### src/spdp_cfg.svh
// offsets, field positions, reset values and timing counts of the debug port registers
// assumes the including file compiles in the same unit as spdp_pkg
//
// What this block does
// registers reachable only by the external debugger, never by the device CPU.
// upper nibble of status A reports the port revision, read only.
// error code loads on link error and clears when the debugger reads it.
// error codes: none, parity, stop, time-out, start, reserved, bus, contention.
// gap enable inserts two idle bits between bytes of multi-byte loads.
// parity off makes the receiver ignore parity and never flag it.
// debugger uses parity off only for testing.
// access layer silent for 65536 link cycles raises time-out unless disabled.
// response signature off suppresses every response signature.
// debugger disables signatures only when bus delays are predictable.
// guard time on receive-to-transmit turn: 128 down to 2 cycles, code 7 reserved; code 7 here gives 128 cycles.
// negative-ack off suppresses the nack sent on system reset during load/store.
// contention off bit disables collision detection; zero enables it.
// port disable drops clock request, resets port, settings and keys.
// key status bits 5, 4, 3 set on decoded user row, programming, erase keys.
// debugger writes the user row key bit last to end the session.
// programming key clears once system status shows programming started.
// erase key clears when the erase sequence's reset request takes effect.
// writing 0x59 holds system reset; any other value releases it.
// system reset from the request register leaves the port untouched.
// link clock select: 1 is 16 MHz, 2 is 8 MHz, 3 is 4 MHz default, 0 reserved.
// system clock request bit keeps the system clock on through sleep.
// reserved bits read zero and ignore writes.
`ifndef SPDP_CFG_SVH
`define SPDP_CFG_SVH

`define SPDP_OFF_STATUS_A  4'h0
`define SPDP_OFF_ERR_SIG   4'h1
`define SPDP_OFF_CTRL_A    4'h2
`define SPDP_OFF_CTRL_B    4'h3
`define SPDP_OFF_KEY_STAT  4'h7
`define SPDP_OFF_RST_REQ   4'h8
`define SPDP_OFF_CLK_SEL   4'h9
`define SPDP_OFF_SYS_CTRL  4'hA
`define SPDP_OFF_SYS_STAT  4'hB
`define SPDP_OFF_CRC_STAT  4'hC

`define SPDP_LINK_CONTROL_A_MASK    8'hBF
`define SPDP_LINK_CONTROL_B_MASK    8'h18
`define SPDP_BIT_DISABLE   2
`define SPDP_BIT_UROW_KEY  5
`define SPDP_BIT_UROW_DONE 1
`define SPDP_BIT_CLK_REQ   0

`define SPDP_ERR_NONE      3'h0
`define SPDP_ERR_PARITY    3'h1
`define SPDP_ERR_FRAME     3'h2
`define SPDP_ERR_TIMEOUT   3'h3
`define SPDP_ERR_START     3'h4
`define SPDP_ERR_BUS       3'h6
`define SPDP_ERR_CONTEND   3'h7

`define SPDP_RESET_CODE    8'h59
`define SPDP_CLK_SEL_RST   2'h3
`define SPDP_CLK_REQ_RST   1'b1
// revision value is arbitrary
`define SPDP_REVISION      4'h2
`define SPDP_GAP_BITS      2'h2
`define SPDP_GUARD_MAX     8'h80
`define SPDP_TIMEOUT_CYCLES 65536

`endif

### src/spdp_pkg.sv
// types shared by the debug port register block
// assumes nothing of its surroundings
package spdp_pkg;

  typedef struct packed {
    logic       inter_byte_gap_en;
    logic       parity_check_off;
    logic       timeout_check_off;
    logic       response_sig_off;
    logic [2:0] guard_time_sel;
  } spdp_ctrl_a_s;

  typedef struct packed {
    logic neg_ack_off;
    logic contention_check_off;
  } spdp_ctrl_b_s;

  typedef struct packed {
    logic [2:0] crc_state;
    logic       memory_locked;
    logic       user_row_prog_go;
    logic       mem_prog_go;
    logic       system_in_reset;
    logic       system_asleep;
  } spdp_sys_s;

  typedef enum logic { SPDP_GUARD_IDLE, SPDP_GUARD_RUN } spdp_guard_e;

endpackage

### src/spdp_regs.sv
// control and status registers of the single-pin debug port, on the link clock
// assumes the link layer drives access strobes and events on i_core_clk; system
// status inputs come from another domain and are synchronised here
`timescale 1ns/100ps
`include "spdp_cfg.svh"
module spdp_regs #(
  parameter int unsigned TIMEOUT_CYCLES = `SPDP_TIMEOUT_CYCLES
) (
  input  wire logic                 i_core_clk,
  input  wire logic                 i_rst_n,
  input  wire logic                 i_reg_wr,
  input  wire logic                 i_reg_rd,
  input  wire logic [3:0]           i_reg_addr,
  input  wire logic [7:0]           i_reg_wdata,
  input  wire logic                 i_err_valid,
  input  wire logic [2:0]           i_err_code,
  input  wire logic                 i_parity_err,
  input  wire logic                 i_contention,
  input  wire logic                 i_acc_wait,
  input  wire logic                 i_acc_done,
  input  wire logic                 i_turnaround,
  input  wire logic                 i_nack_req,
  input  wire logic [2:0]           i_key_ok,
  input  wire spdp_pkg::spdp_sys_s  i_sys_async,
  output logic [7:0]                o_reg_rdata,
  output logic                      o_reg_rvalid,
  output spdp_pkg::spdp_ctrl_a_s    o_ctrl_a,
  output spdp_pkg::spdp_ctrl_b_s    o_ctrl_b,
  output logic [1:0]                o_gap_bits,
  output logic                      o_guard_busy,
  output logic                      o_nack_send,
  output logic                      o_sys_reset,
  output logic                      o_sys_clk_req,
  output logic [1:0]                o_link_clock_sel,
  output logic                      o_user_row_done,
  output logic                      o_port_reset
);

  // no processor-side port exists: only the link layer strobes reach this space

  function automatic logic hit(input logic [3:0] addr, input logic [3:0] off);
    hit = (addr == off);
  endfunction

  spdp_pkg::spdp_sys_s   sys_meta_reg;
  spdp_pkg::spdp_sys_s   sys_reg;
  logic                  prog_go_d_reg;

  spdp_pkg::spdp_ctrl_a_s ctrl_a_reg,   ctrl_a_next;
  spdp_pkg::spdp_ctrl_b_s ctrl_b_reg,   ctrl_b_next;
  logic [2:0]            err_reg,       err_next;
  logic [2:0]            key_reg,       key_next;
  logic [7:0]            rst_req_reg,   rst_req_next;
  logic [1:0]            clk_sel_reg,   clk_sel_next;
  logic                  clk_req_reg,   clk_req_next;
  logic                  urow_done_reg, urow_done_next;
  logic                  sys_rst_reg,   sys_rst_next;
  logic                  done_pls_reg,  done_pls_next;
  logic                  port_rst_reg,  port_rst_next;
  logic                  nack_reg,      nack_next;
  logic [7:0]            rdata_reg,     rdata_next;
  logic                  rvalid_reg,    rvalid_next;
  logic [16:0]           to_cnt_reg,    to_cnt_next;
  spdp_pkg::spdp_guard_e guard_st_reg,  guard_st_next;
  logic [7:0]            guard_cnt_reg, guard_cnt_next;

  logic                  wr_disable;
  logic                  timeout_hit;
  logic                  err_evt;
  logic [2:0]            err_evt_code;

  // two-stage capture of system-domain status
  always_ff @(posedge i_core_clk) begin
    if (!i_rst_n) begin
      sys_meta_reg  <= '0;
      sys_reg       <= '0;
      prog_go_d_reg <= 1'b0;
    end else begin
      sys_meta_reg  <= i_sys_async;
      sys_reg       <= sys_meta_reg;
      prog_go_d_reg <= sys_reg.mem_prog_go;
    end
  end

  assign wr_disable  = i_reg_wr && hit(i_reg_addr, `SPDP_OFF_CTRL_B)
                       && i_reg_wdata[`SPDP_BIT_DISABLE];
  assign timeout_hit = (to_cnt_reg == 17'(TIMEOUT_CYCLES - 1)) && i_acc_wait
                       && !ctrl_a_reg.timeout_check_off;

  // error sources in fixed priority; masked checks never raise a code
  always_comb begin
    err_evt      = 1'b1;
    err_evt_code = `SPDP_ERR_NONE;
    if (timeout_hit) begin
      err_evt_code = `SPDP_ERR_TIMEOUT;
    end else if (i_contention && !ctrl_b_reg.contention_check_off) begin
      err_evt_code = `SPDP_ERR_CONTEND;
    end else if (i_parity_err && !ctrl_a_reg.parity_check_off) begin
      err_evt_code = `SPDP_ERR_PARITY;
    end else if (i_err_valid) begin
      err_evt_code = i_err_code;
    end else begin
      err_evt      = 1'b0;
    end
  end

  // register file next state
  always_comb begin
    ctrl_a_next    = ctrl_a_reg;
    ctrl_b_next    = ctrl_b_reg;
    err_next       = err_reg;
    key_next       = key_reg;
    rst_req_next   = rst_req_reg;
    clk_sel_next   = clk_sel_reg;
    clk_req_next   = clk_req_reg;
    urow_done_next = urow_done_reg;
    done_pls_next  = 1'b0;
    port_rst_next  = 1'b0;
    rvalid_next    = i_reg_rd;
    rdata_next     = 8'h00;
    nack_next      = i_nack_req && !ctrl_b_reg.neg_ack_off && !ctrl_a_reg.response_sig_off;
    if (i_reg_rd) begin
      case (i_reg_addr)
        `SPDP_OFF_STATUS_A: rdata_next = {`SPDP_REVISION, 4'h0};
        `SPDP_OFF_ERR_SIG:  rdata_next = {5'h00, err_reg};
        `SPDP_OFF_CTRL_A:   rdata_next = {ctrl_a_reg.inter_byte_gap_en, 1'b0,
                                          ctrl_a_reg.parity_check_off,
                                          ctrl_a_reg.timeout_check_off,
                                          ctrl_a_reg.response_sig_off,
                                          ctrl_a_reg.guard_time_sel};
        `SPDP_OFF_CTRL_B:   rdata_next = {3'h0, ctrl_b_reg, 3'h0};
        `SPDP_OFF_KEY_STAT: rdata_next = {2'h0, key_reg, 3'h0};
        `SPDP_OFF_RST_REQ:  rdata_next = rst_req_reg;
        `SPDP_OFF_CLK_SEL:  rdata_next = {6'h00, clk_sel_reg};
        `SPDP_OFF_SYS_CTRL: rdata_next = {6'h00, urow_done_reg, clk_req_reg};
        `SPDP_OFF_SYS_STAT: rdata_next = {2'h0,
                                          sys_reg.system_in_reset | sys_rst_reg,
                                          sys_reg.system_asleep,
                                          sys_reg.mem_prog_go,
                                          sys_reg.user_row_prog_go, 1'b0,
                                          sys_reg.memory_locked};
        `SPDP_OFF_CRC_STAT: rdata_next = {5'h00, sys_reg.crc_state};
        default:            rdata_next = 8'h00;
      endcase
      if (hit(i_reg_addr, `SPDP_OFF_ERR_SIG)) begin
        err_next = `SPDP_ERR_NONE;
      end
    end
    if (i_reg_wr) begin
      case (i_reg_addr)
        `SPDP_OFF_CTRL_A: begin
          ctrl_a_next.inter_byte_gap_en = i_reg_wdata[7];
          ctrl_a_next.parity_check_off  = i_reg_wdata[5];
          ctrl_a_next.timeout_check_off = i_reg_wdata[4];
          ctrl_a_next.response_sig_off  = i_reg_wdata[3];
          ctrl_a_next.guard_time_sel    = i_reg_wdata[2:0];
        end
        `SPDP_OFF_CTRL_B: begin
          ctrl_b_next = spdp_pkg::spdp_ctrl_b_s'(i_reg_wdata[4:3]);
        end
        `SPDP_OFF_KEY_STAT: begin
          if (i_reg_wdata[`SPDP_BIT_UROW_KEY]) begin
            key_next[2]    = 1'b0;
            urow_done_next = 1'b0;
          end
        end
        `SPDP_OFF_RST_REQ: begin
          rst_req_next = i_reg_wdata;
        end
        `SPDP_OFF_CLK_SEL: begin
          if (i_reg_wdata[1:0] != 2'h0) begin
            clk_sel_next = i_reg_wdata[1:0];
          end
        end
        `SPDP_OFF_SYS_CTRL: begin
          clk_req_next = i_reg_wdata[`SPDP_BIT_CLK_REQ];
          if (key_reg[2]) begin
            urow_done_next = i_reg_wdata[`SPDP_BIT_UROW_DONE];
            done_pls_next  = i_reg_wdata[`SPDP_BIT_UROW_DONE];
          end
        end
        default: begin
        end
      endcase
    end
    sys_rst_next = (rst_req_next == `SPDP_RESET_CODE);
    if (sys_rst_next && !sys_rst_reg) begin
      key_next[0] = 1'b0;
    end
    if (sys_reg.mem_prog_go && !prog_go_d_reg) begin
      key_next[1] = 1'b0;
    end
    key_next = key_next | i_key_ok;
    if (err_evt) begin
      err_next = err_evt_code;
    end
    if (wr_disable) begin
      ctrl_a_next    = '0;
      ctrl_b_next    = '0;
      key_next       = 3'h0;
      rst_req_next   = 8'h00;
      sys_rst_next   = 1'b0;
      clk_sel_next   = `SPDP_CLK_SEL_RST;
      clk_req_next   = 1'b0;
      urow_done_next = 1'b0;
      err_next       = `SPDP_ERR_NONE;
      port_rst_next  = 1'b1;
    end
  end

  // the system reset request resets none of these flops; it only clears the erase key bit key_reg[0]
  always_ff @(posedge i_core_clk) begin
    if (!i_rst_n) begin
      ctrl_a_reg    <= '0;
      ctrl_b_reg    <= '0;
      err_reg       <= `SPDP_ERR_NONE;
      key_reg       <= 3'h0;
      rst_req_reg   <= 8'h00;
      clk_sel_reg   <= `SPDP_CLK_SEL_RST;
      clk_req_reg   <= `SPDP_CLK_REQ_RST;
      urow_done_reg <= 1'b0;
      sys_rst_reg   <= 1'b0;
      done_pls_reg  <= 1'b0;
      port_rst_reg  <= 1'b0;
      nack_reg      <= 1'b0;
      rdata_reg     <= 8'h00;
      rvalid_reg    <= 1'b0;
    end else begin
      ctrl_a_reg    <= ctrl_a_next;
      ctrl_b_reg    <= ctrl_b_next;
      err_reg       <= err_next;
      key_reg       <= key_next;
      rst_req_reg   <= rst_req_next;
      clk_sel_reg   <= clk_sel_next;
      clk_req_reg   <= clk_req_next;
      urow_done_reg <= urow_done_next;
      sys_rst_reg   <= sys_rst_next;
      done_pls_reg  <= done_pls_next;
      port_rst_reg  <= port_rst_next;
      nack_reg      <= nack_next;
      rdata_reg     <= rdata_next;
      rvalid_reg    <= rvalid_next;
    end
  end

  // access layer time-out and receive-to-transmit guard timer
  always_comb begin
    to_cnt_next    = 17'h00000;
    guard_st_next  = guard_st_reg;
    guard_cnt_next = guard_cnt_reg;
    if (i_acc_wait && !i_acc_done && !timeout_hit && !ctrl_a_reg.timeout_check_off) begin
      to_cnt_next = to_cnt_reg + 17'h00001;
    end
    case (guard_st_reg)
      spdp_pkg::SPDP_GUARD_IDLE: begin
        if (i_turnaround) begin
          guard_st_next  = spdp_pkg::SPDP_GUARD_RUN;
          guard_cnt_next = (ctrl_a_reg.guard_time_sel == 3'h7) ? `SPDP_GUARD_MAX
                           : (`SPDP_GUARD_MAX >> ctrl_a_reg.guard_time_sel);
        end
      end
      spdp_pkg::SPDP_GUARD_RUN: begin
        guard_cnt_next = guard_cnt_reg - 8'h01;
        if (guard_cnt_reg == 8'h01) begin
          guard_st_next = spdp_pkg::SPDP_GUARD_IDLE;
        end
      end
      default: begin
        guard_st_next = spdp_pkg::SPDP_GUARD_IDLE;
      end
    endcase
    if (wr_disable) begin
      guard_st_next  = spdp_pkg::SPDP_GUARD_IDLE;
      guard_cnt_next = 8'h00;
    end
  end

  always_ff @(posedge i_core_clk) begin
    if (!i_rst_n) begin
      to_cnt_reg    <= 17'h00000;
      guard_st_reg  <= spdp_pkg::SPDP_GUARD_IDLE;
      guard_cnt_reg <= 8'h00;
    end else begin
      to_cnt_reg    <= to_cnt_next;
      guard_st_reg  <= guard_st_next;
      guard_cnt_reg <= guard_cnt_next;
    end
  end

  assign o_reg_rdata      = rdata_reg;
  assign o_reg_rvalid     = rvalid_reg;
  assign o_ctrl_a         = ctrl_a_reg;
  assign o_ctrl_b         = ctrl_b_reg;
  assign o_gap_bits       = ctrl_a_reg.inter_byte_gap_en ? `SPDP_GAP_BITS : 2'h0;
  assign o_guard_busy     = (guard_st_reg == spdp_pkg::SPDP_GUARD_RUN);
  assign o_nack_send      = nack_reg;
  assign o_sys_reset      = sys_rst_reg;
  assign o_sys_clk_req    = clk_req_reg;
  assign o_link_clock_sel = clk_sel_reg;
  assign o_user_row_done  = done_pls_reg;
  assign o_port_reset     = port_rst_reg;
endmodule

### config.mk
export PLATFORM = sky130hd
export DESIGN_NAME = spdp_regs
export DESIGN_NICKNAME = d
export VERILOG_FILES = /design/src/spdp_pkg.sv /design/src/spdp_regs.sv
export VERILOG_INCLUDE_DIRS = /design/src
export SDC_FILE = /design/constraint.sdc
export NUM_CORES = 1
export LEC_CHECK = 0
export BUFFER_PORTS_ARGS = -buffer_cell sky130_fd_sc_hd__buf_4
export CAP_MARGIN = 20
export CORE_ASPECT_RATIO = 1.1
export CORE_MARGIN = 4
export CORE_UTILIZATION = 52
export CTS_BUF_LIST = sky130_fd_sc_hd__clkbuf_4 sky130_fd_sc_hd__clkbuf_8
export CTS_CLUSTER_DIAMETER = 50
export DETAILED_ROUTE_END_ITERATION = 8
export PLACE_DENSITY = 0.78
export SLEW_MARGIN = 20
export SYNTH_ARGS = -nofsm -noshare
export SYNTH_HDL_FRONTEND = slang
export SYNTH_SLANG_ARGS = --single-unit
### constraint.sdc
create_clock -name i_core_clk -period 1.8 [get_ports i_core_clk]
set_clock_uncertainty 0.05 [all_clocks]
set_input_delay 0.54 -clock i_core_clk [delete_from_list [all_inputs] [get_ports i_core_clk]]
set_output_delay 0.54 -clock i_core_clk [all_outputs]
set_load 0.02 [all_outputs]
==> qor.csv, run 1 <==
stage,metric,value,unit
grt,GRT Util Overall,0.224,
timing,fmax,579,MHz
critical_path,CP Capture Type,flip-flop,
clock_tree,CTS max path bufs,2,
critical_path,Worst Path Max Fanout,2,
clock_tree,TritonCTS clock tree,built,
grt,residual overflow from global routing,0,
synth,XOR/XNOR Fraction of Synth Area,0.0291,
detailed_routing,DRT Pass-1 Iters,5,
detailed_routing,met2 WL post-DR,4200,µm
synth,"Top FF cell, synth",dfxtp_1,
timing,"Slew Viols, Final",0,
grt,antenna violations before repair,0,
floorplanning,core footprint,6670,µm²
grt,largest net degree at the start of global routing,35,
synth,Mapped Cells,399,
floorplanning,Placement Rows,31,
clock_tree,Clock Root Buffer,clkbuf_8,
power_and_ir_drop,Pint,0.00300,W
synth,Seq cells post-synth,83,
detailed_routing,final wirelength,8810,µm
detailed_routing,WL met1,3730,µm
synth,Post-synth EDFFs,0,
cells_and_area,layout cells sized above 1,0.272,
status,status,finished clean,
synth,mux cell area share after synthesis,0.0506,
clock_tree,CTS clock-pin slew for the worst setup and hold paths,100,ps
critical_path,cell depth of the worst flop-to-flop path,7,
clock_tree,Worst-Skew Late Latency,360,ps
synth,syn_nets,440,
critical_path,CP Launch Type,flip-flop,
worst_hold_path,hold path cells,2,
synth,Synth async-reset ratio,0,
timing,final critical-path share of the clock period,0.960,
synth,adder-cell share of the synthesized area,0.0139,
run,Max-Cap Viols,0,
clock_tree,H-tree Lvls,3,
floorplanning,die height,95.4,µm
synth,YS warnings,0,
worst_hold_path,Hold Path Class,in -> reg,
synth,"Cell Area, Synth",3610,µm²
timing,crit path time final,1730,ps
detailed_routing,WL per Instance,15.5,µm
power_and_ir_drop,switching power,0.000945,W
clock_tree,CTS Sinks,83,
detailed_routing,routed length on met3,586,µm
critical_path,reg-to-reg setup timing slack,70,ps
power_and_ir_drop,Logic pwr share,0.095,
place,detailed placer's ending HPWL,6360,µm
detailed_routing,DRC,0,
clock_tree,hold_buf cts,0,
floorplanning,Starting Density,0.541,
cells_and_area,nets@finish,521,
cells_and_area,"Area growth, synth to finish",27.2,%
synth,post-synthesis compound-gate area fraction,0.117,
cells_and_area,fill count,519,
power_and_ir_drop,sequential power share,0.488,
cells_and_area,max reg flops,17,
critical_path,WP data required,2000,ps
power_and_ir_drop,Lkg Pwr,1.88,nW
power_and_ir_drop,switching share of power,0.240,
place,IO buf count,63,
timing,setup_tns,0,ps
detailed_routing,Detail Route Antenna Nets,0,
clock_tree,CTS Buf Count,9,
detailed_routing,highest routed layer,met4,
timing,Setup-failing EPs final,0,
timing,hold_ws,332,ps
floorplanning,die area,8340,µm²
critical_path,CP arrival,1930,ps
timing,RSZ-0062 raised after global routing,true,
power_and_ir_drop,Clk pwr share,0.417,
cells_and_area,ANT cells,0,
detailed_routing,via count,3188,
critical_path,Setup CP Type,reg -> reg,
floorplanning,Die W,87.4,µm
grt,vias in the first global route,3119,
synth,main combinational cell family by area after synthesis,simple AND/OR/NAND/NOR gates,
floorplanning,IO Count,65,
synth,Mean Syn Cell Area,9.05,µm²
synth,simple-gate share of the synthesized area,0.279,
synth,Yosys cell types,61,
power_and_ir_drop,P per Cell Area,860,nW/µm²
place,Final Wtd Congestion,0.886,
cells_and_area,post-layout util,0.688,
synth,sequential share of the synthesized area,0.460,
grt,global-route wire length before repair,14600,µm
detailed_routing,Starting DRT DRC Count,242,
detailed_routing,via density per instance,5.62,
power_and_ir_drop,maximum VDD drop,0.000583,V
timing,Hold Fails Final Rpt,0,
## cells in the final DEF, fill, tap and decap left out, types with 10 or more instances in the layout
master   instances
dfxtp_1         76
mux2i_1         16
a21oi_1         23
nor2_1          50
nand3_1         20
buf_4           89
and2_1          22
o21ai_0         10
nand2_1         28
inv_1           11
## worst paths after layout
kind | to | from
max | err_reg[2]$_SDFFE_PP0P_ | to_cnt_reg[7]$_SDFF_PN0_
min | sys_meta_reg[6]$_SDFF_PN0_ | i_sys_async[6]
max reg2reg | err_reg[2]$_SDFFE_PP0P_ | to_cnt_reg[7]$_SDFF_PN0_
min reg2reg | sys_reg[1]$_SDFF_PN0_ | sys_meta_reg[1]$_SDFF_PN0_
## cell families after synthesis
kind of cell,after synthesis
muxes,18
xor gates and xnor gates,12
AOI/OAI and AO/OA,64
DFF,83
buffers and inverters,32
other,1
and+or+nand+nor,185
adders and majority gates,4
## synth_stat cells, types with 2 or more instances
library cell | n | area share
xor2_1 | 4 | 0.0097
buf_4 | 8 | 0.017
nand4b_1 | 5 | 0.012
a21o_1 | 2 | 0.0042
nand3b_1 | 4 | 0.0083
nor2_1 | 50 | 0.052
o21ai_0 | 10 | 0.014
or3_1 | 5 | 0.0087
nand2_1 | 28 | 0.029
nor2b_1 | 3 | 0.0052
clkbuf_1 | 8 | 0.0083
nor4_1 | 6 | 0.010
nor4b_1 | 2 | 0.0049
and2_1 | 22 | 0.038
a31oi_1 | 3 | 0.0052
and2b_1 | 2 | 0.0042
nand4_1 | 5 | 0.0087
mux2i_1 | 16 | 0.044
and3_1 | 3 | 0.0052
dfxtp_1 | 83 | 0.46
nand2b_1 | 9 | 0.016
nand3_1 | 21 | 0.029
and3b_1 | 2 | 0.0049
o211ai_1 | 3 | 0.0062
ha_1 | 4 | 0.014
a22oi_1 | 3 | 0.0062
buf_2 | 2 | 0.0028
a222oi_1 | 2 | 0.0055
inv_1 | 11 | 0.011
nor3_1 | 7 | 0.0097
a21oi_1 | 24 | 0.033
a221o_1 | 2 | 0.0055
a311oi_1 | 2 | 0.0049
a32oi_1 | 2 | 0.0049
xnor2_1 | 8 | 0.019
buf_6 | 3 | 0.0094
## cell type report
cell class | count | area [µm²] | share of cell area
sequential | 83 | 1670 | 0.364
multi-input combinational | 284 | 1820 | 0.397
inverter | 11 | 41.3 | 0.00899
clock inverter | 7 | 124 | 0.0270
tap | 82 | 103 | 0.0223
timing repair buffer | 91 | 708 | 0.154
clock buffer | 9 | 124 | 0.0270
## repair_timing
item	in CTS	in global routing
setup endpoints to repair	2	12
pin swaps	0	7
gates cloned	0	0
resized for setup	1	15
buffers inserted	0	2
## routing by layer
layer	GRT usage	vias up
met4	0.0959	0
met3	0.0527	30
met5	0	-
met1	0.275	1480
li1	-	1559
met2	0.372	119
## power by group through the flow
stage          Combinational [W]  Clock [W]  Sequential [W]
2_1_floorplan           0.000205          0         0.00197
6_report                0.000374    0.00165         0.00193
3_3_place_gp            0.000358          0         0.00197
3_5_place_dp            0.000364          0         0.00197
4_1_cts                 0.000366    0.00167         0.00193
5_1_grt                 0.000412    0.00176         0.00194
## through the flow
step	area [µm²]	setup slack, ps	total power, W	std cells
final	4590	71.6	0.00395	567
after floorplan	3610	10.0	0.00218	399
after global routing	4590	-3.66	0.00411	567
after global placement	4270	35.2	0.00232	549
after CTS	4530	10.9	0.00396	565
after detailed placement	4270	-34.0	0.00233	549
## critical path: stages (launching register included)
cell and delay (ps):
dfxtp_1 410, nand4_4 130, nor4_4 290, ha_2 210, nand3b_1 150, buf_4 180
a21bo_4 170, a21oi_2 50
Power figures use the tool's default switching activity.
==> inputs of run 2 (changes only) <==
--- a/config.mk
+++ b/config.mk
@@ -6,6 +6,7 @@
 export SDC_FILE = /design/constraint.sdc
 export NUM_CORES = 1
 export LEC_CHECK = 0
+export ABC_AREA = 1
 export BUFFER_PORTS_ARGS = -buffer_cell sky130_fd_sc_hd__buf_4
 export CAP_MARGIN = 20
 export CORE_ASPECT_RATIO = 1.1
==> run 2 against run 1 <==
  * The run now ends with negative setup slack left
  * Sequential power about the same
  * Non-clock buffer count increased by 11
  * Area after synthesis decreased by 0.90%
  * Setup slack got worse by 550 ps
  * Sequential share of layout area decreased by 1.1 points
  * Clock power decreased by 26%
  * Cell area increased by 2.6%
  * Die area decreased by 0.82%
  * Routed wire length increased by 5.8%
  * Synthesized cell count increased by 22%
  * Cell count increased by 20%
==> qor.csv, run 2 <==
stage,metric,value,unit
power_and_ir_drop,Lkg Pwr,2.14,nW
critical_path,CP Launch Type,flip-flop,
place,cell count after placement,650,
grt,GRT Util Overall,0.231,
synth,largest cells by area after synthesis,"dfxtp_1 46%, nand2_1 12%, inv_1 8.0%",
critical_path,Setup CP Type,reg -> reg,
synth,main combinational cell family by area after synthesis,simple AND/OR/NAND/NOR gates,
detailed_routing,WL per Instance,13.7,µm
critical_path,"slowest stage delay, CP",360,ps
synth,Yosys cell types,39,
synth,leading cell types by count after synthesis,"116 x nand2_1, 83 x dfxtp_1, 76 x inv_1",
place,IO buf count,63,
synth,"count leader, synth",nand2_1,
clock_tree,CTS clock-pin slew for the worst setup and hold paths,90,ps
synth,YS warnings,0,
run,Max-Cap Viols,0,
synth,"Cell Area, Synth",3580,µm²
floorplanning,die height,95.0,µm
clock_tree,Clock Root Buffer,clkbuf_8,
synth,XOR/XNOR Fraction of Synth Area,0.00490,
floorplanning,Placement Rows,31,
worst_hold_path,Hold Path Class,in -> reg,
timing,"Slew Viols, Final",0,
critical_path,crit-path cells,ha_4 > nand2_4 > nor3_4 > nand2_2 > nor2_4 > nand2_2 > nor2_4 > nand3_2 > nor3_2 > ha_2 > inv_2 > nor3_4 > buf_4 > nor2_2 > o21ai_1 > a21oi_1,
place,detailed placer's ending HPWL,6670,µm
floorplanning,Starting Density,0.539,
clock_tree,TritonCTS clock tree,built,
critical_path,WP data required,2000,ps
critical_path,CP arrival,2470,ps
power_and_ir_drop,maximum VDD drop,0.000465,V
cells_and_area,Non-Filler Instances,679,
detailed_routing,Starting DRT DRC Count,301,
critical_path,WP buf/inv,2,
power_and_ir_drop,Pwr Total,0.00356,W
floorplanning,Die W,87.1,µm
synth,adder-cell share of the synthesized area,0.0140,
critical_path,Worst Path Max Fanout,5,
grt,global-route wire length before repair,14900,µm
cells_and_area,max reg flops,17,
synth,Yosys top cell area share,0.464,
power_and_ir_drop,P per Cell Area,756,nW/µm²
floorplanning,core footprint,6630,µm²
floorplanning,IO Count,65,
critical_path,CP Capture Type,flip-flop,
critical_path,Crit path max-delay family,simple AND/OR/NAND/NOR gates,
timing,final critical-path share of the clock period,1.27,
synth,sequential share of the synthesized area,0.464,
clock_tree,CTS max path bufs,2,
clock_tree,H-tree Lvls,3,
synth,mux cell area share after synthesis,0,
synth,Mapped Cells,488,
cells_and_area,most frequent cells in the layout,"113 x nand2_1, 99 x buf_4, 81 x dfxtp_1, 74 x inv_1, 51 x nor2_1",
synth,Yosys top cell by area,dfxtp_1,
floorplanning,die area,8270,µm²
timing,hold_ws,315,ps
detailed_routing,via count,3541,
place,Final Wtd Congestion,0.894,
cells_and_area,ANT cells,0,
synth,post-synthesis compound-gate area fraction,0.144,
timing,crit path time final,2280,ps
clock_tree,CTS Buf Count,9,
detailed_routing,via density per instance,5.22,
synth,Seq cells post-synth,83,
synth,syn_nets,529,
timing,RSZ-0062 raised after global routing,true,
cells_and_area,nets@finish,633,
grt,antenna violations before repair,0,
cells_and_area,"commonest non-fill, non-tap cell in the layout",nand2_1,
cells_and_area,layout cells sized above 1,0.276,
timing,Hold Fails Final Rpt,0,
grt,largest net degree at the start of global routing,21,
clock_tree,CTS Sinks,83,
synth,simple-gate share of the synthesized area,0.265,
detailed_routing,Detail Route Antenna Nets,0,
timing,fmax,439,MHz
cells_and_area,"Area growth, synth to finish",31.7,%
clock_tree,Worst-Skew Late Latency,350,ps
timing,Setup-failing EPs final,20,
critical_path,critical path's slowest cell,dfxtp_2,
detailed_routing,DRC,0,
detailed_routing,DRT Pass-1 Iters,6,
synth,Mean Syn Cell Area,7.33,µm²
synth,Post-synth EDFFs,0,
timing,post-route setup slack,-479,ps
status,failing checks,negative setup slack,
synth,"Top FF cell, synth",dfxtp_1,
status,status,"complete, but fails checks",
synth,Synth async-reset ratio,0,
clock_tree,hold_buf cts,0,
cells_and_area,fill count,550,
detailed_routing,final wirelength,9320,µm
grt,residual overflow from global routing,0,
grt,vias in the first global route,3310,
run 2: cell count changes in the layout (fill, tap and decap cells not counted), sizes merged, moves of 11 or more:
cell	change
mux2i	-16
inv	+68
nand2	+90
buf	+11
o21ai	+13
a21oi	+11
nor3	+11
and2	-22
run 2: layout make-up:
cell class | count | area, µm² | share of cell area
Clock buffer | 9 | 124 | 0.0263
Timing Repair Buffer | 102 | 795 | 0.169
Tap cell | 82 | 103 | 0.0218
Clock inverter | 7 | 51.3 | 0.0109
Inverter | 82 | 313 | 0.0664
Multi-Input combinational cell | 314 | 1660 | 0.353
Sequential cell | 83 | 1660 | 0.353
run 2: per-layer routing:
metal | wire length [µm] | global-route usage
met1 | 4050 | 0.301
met2 | 4560 | 0.388
met3 | 592 | 0.0332
met4 | 112 | 0.0805
met5 | 0 | 0
run 2: logic make-up (layout without fill, tap and decap cells):
| family | after synthesis | after routing |
|---|---|---|
| AO/OA/AOI/OAI | 86 | 86 |
| XOR/XNOR | 2 | 2 |
| adder cells (fa/ha/maj) | 4 | 4 |
| buffers and inverters | 92 | 200 |
| flip-flops | 83 | 83 |
| other | 1 | 1 |
| AND/OR/NAND/NOR | 220 | 221 |
run 2: power by group:
| part | internal (W) | total (W) | leakage [nW] | switching, W |
|---|---|---|---|---|
| Combinational | 0.000172 | 0.000411 | 1.37 | 0.000239 |
| Sequential | 0.00189 | 0.00193 | 0.678 | 0.0000356 |
| Clock | 0.000508 | 0.00122 | 0.0860 | 0.000714 |
run 2: worst paths after layout:
check	start	slack, ps	endpoint	cells past startpoint
worst max-delay path	to_cnt_reg[0]$_SDFF_PN0_	-480	to_cnt_reg[7]$_SDFF_PN0_	16
worst min-delay path	i_sys_async[2]	320	sys_meta_reg[2]$_SDFF_PN0_	3
worst max register to register	to_cnt_reg[0]$_SDFF_PN0_	-480	to_cnt_reg[7]$_SDFF_PN0_	16
worst min register to register	sys_meta_reg[3]$_SDFF_PN0_	370	sys_reg[3]$_SDFF_PN0_	2
run 2: repair_timing:
| action | CTS | global route |
|---|---|---|
| endpoints found under the setup margin | 20 | 20 |
| pin swaps | 11 | 3 |
| hold endpoints to repair | 0 | 0 |
| resized for setup | 5 | 25 |
| gates cloned | 1 | 0 |
| buffers inserted | 10 | 2 |
run 2: stage by stage:
stage / util / setup slack (ps) / area (µm²) / setup TNS (ps)
final: 0.710 / -479 / 4710 / -8940
after global routing: 0.710 / -615 / 4710 / -11670
after CTS: 0.696 / -531 / 4620 / -10110
after detailed placement: 0.656 / -608 / 4350 / -11180
after global placement: 0.656 / -458 / 4350 / -8210
after floorplan: - / -364 / 3620 / -6710
run 2: worst min-delay path: cells and delay by family:
kind	cells	cell delay (ps)
simple gates	1	40
buf+inv	2	120
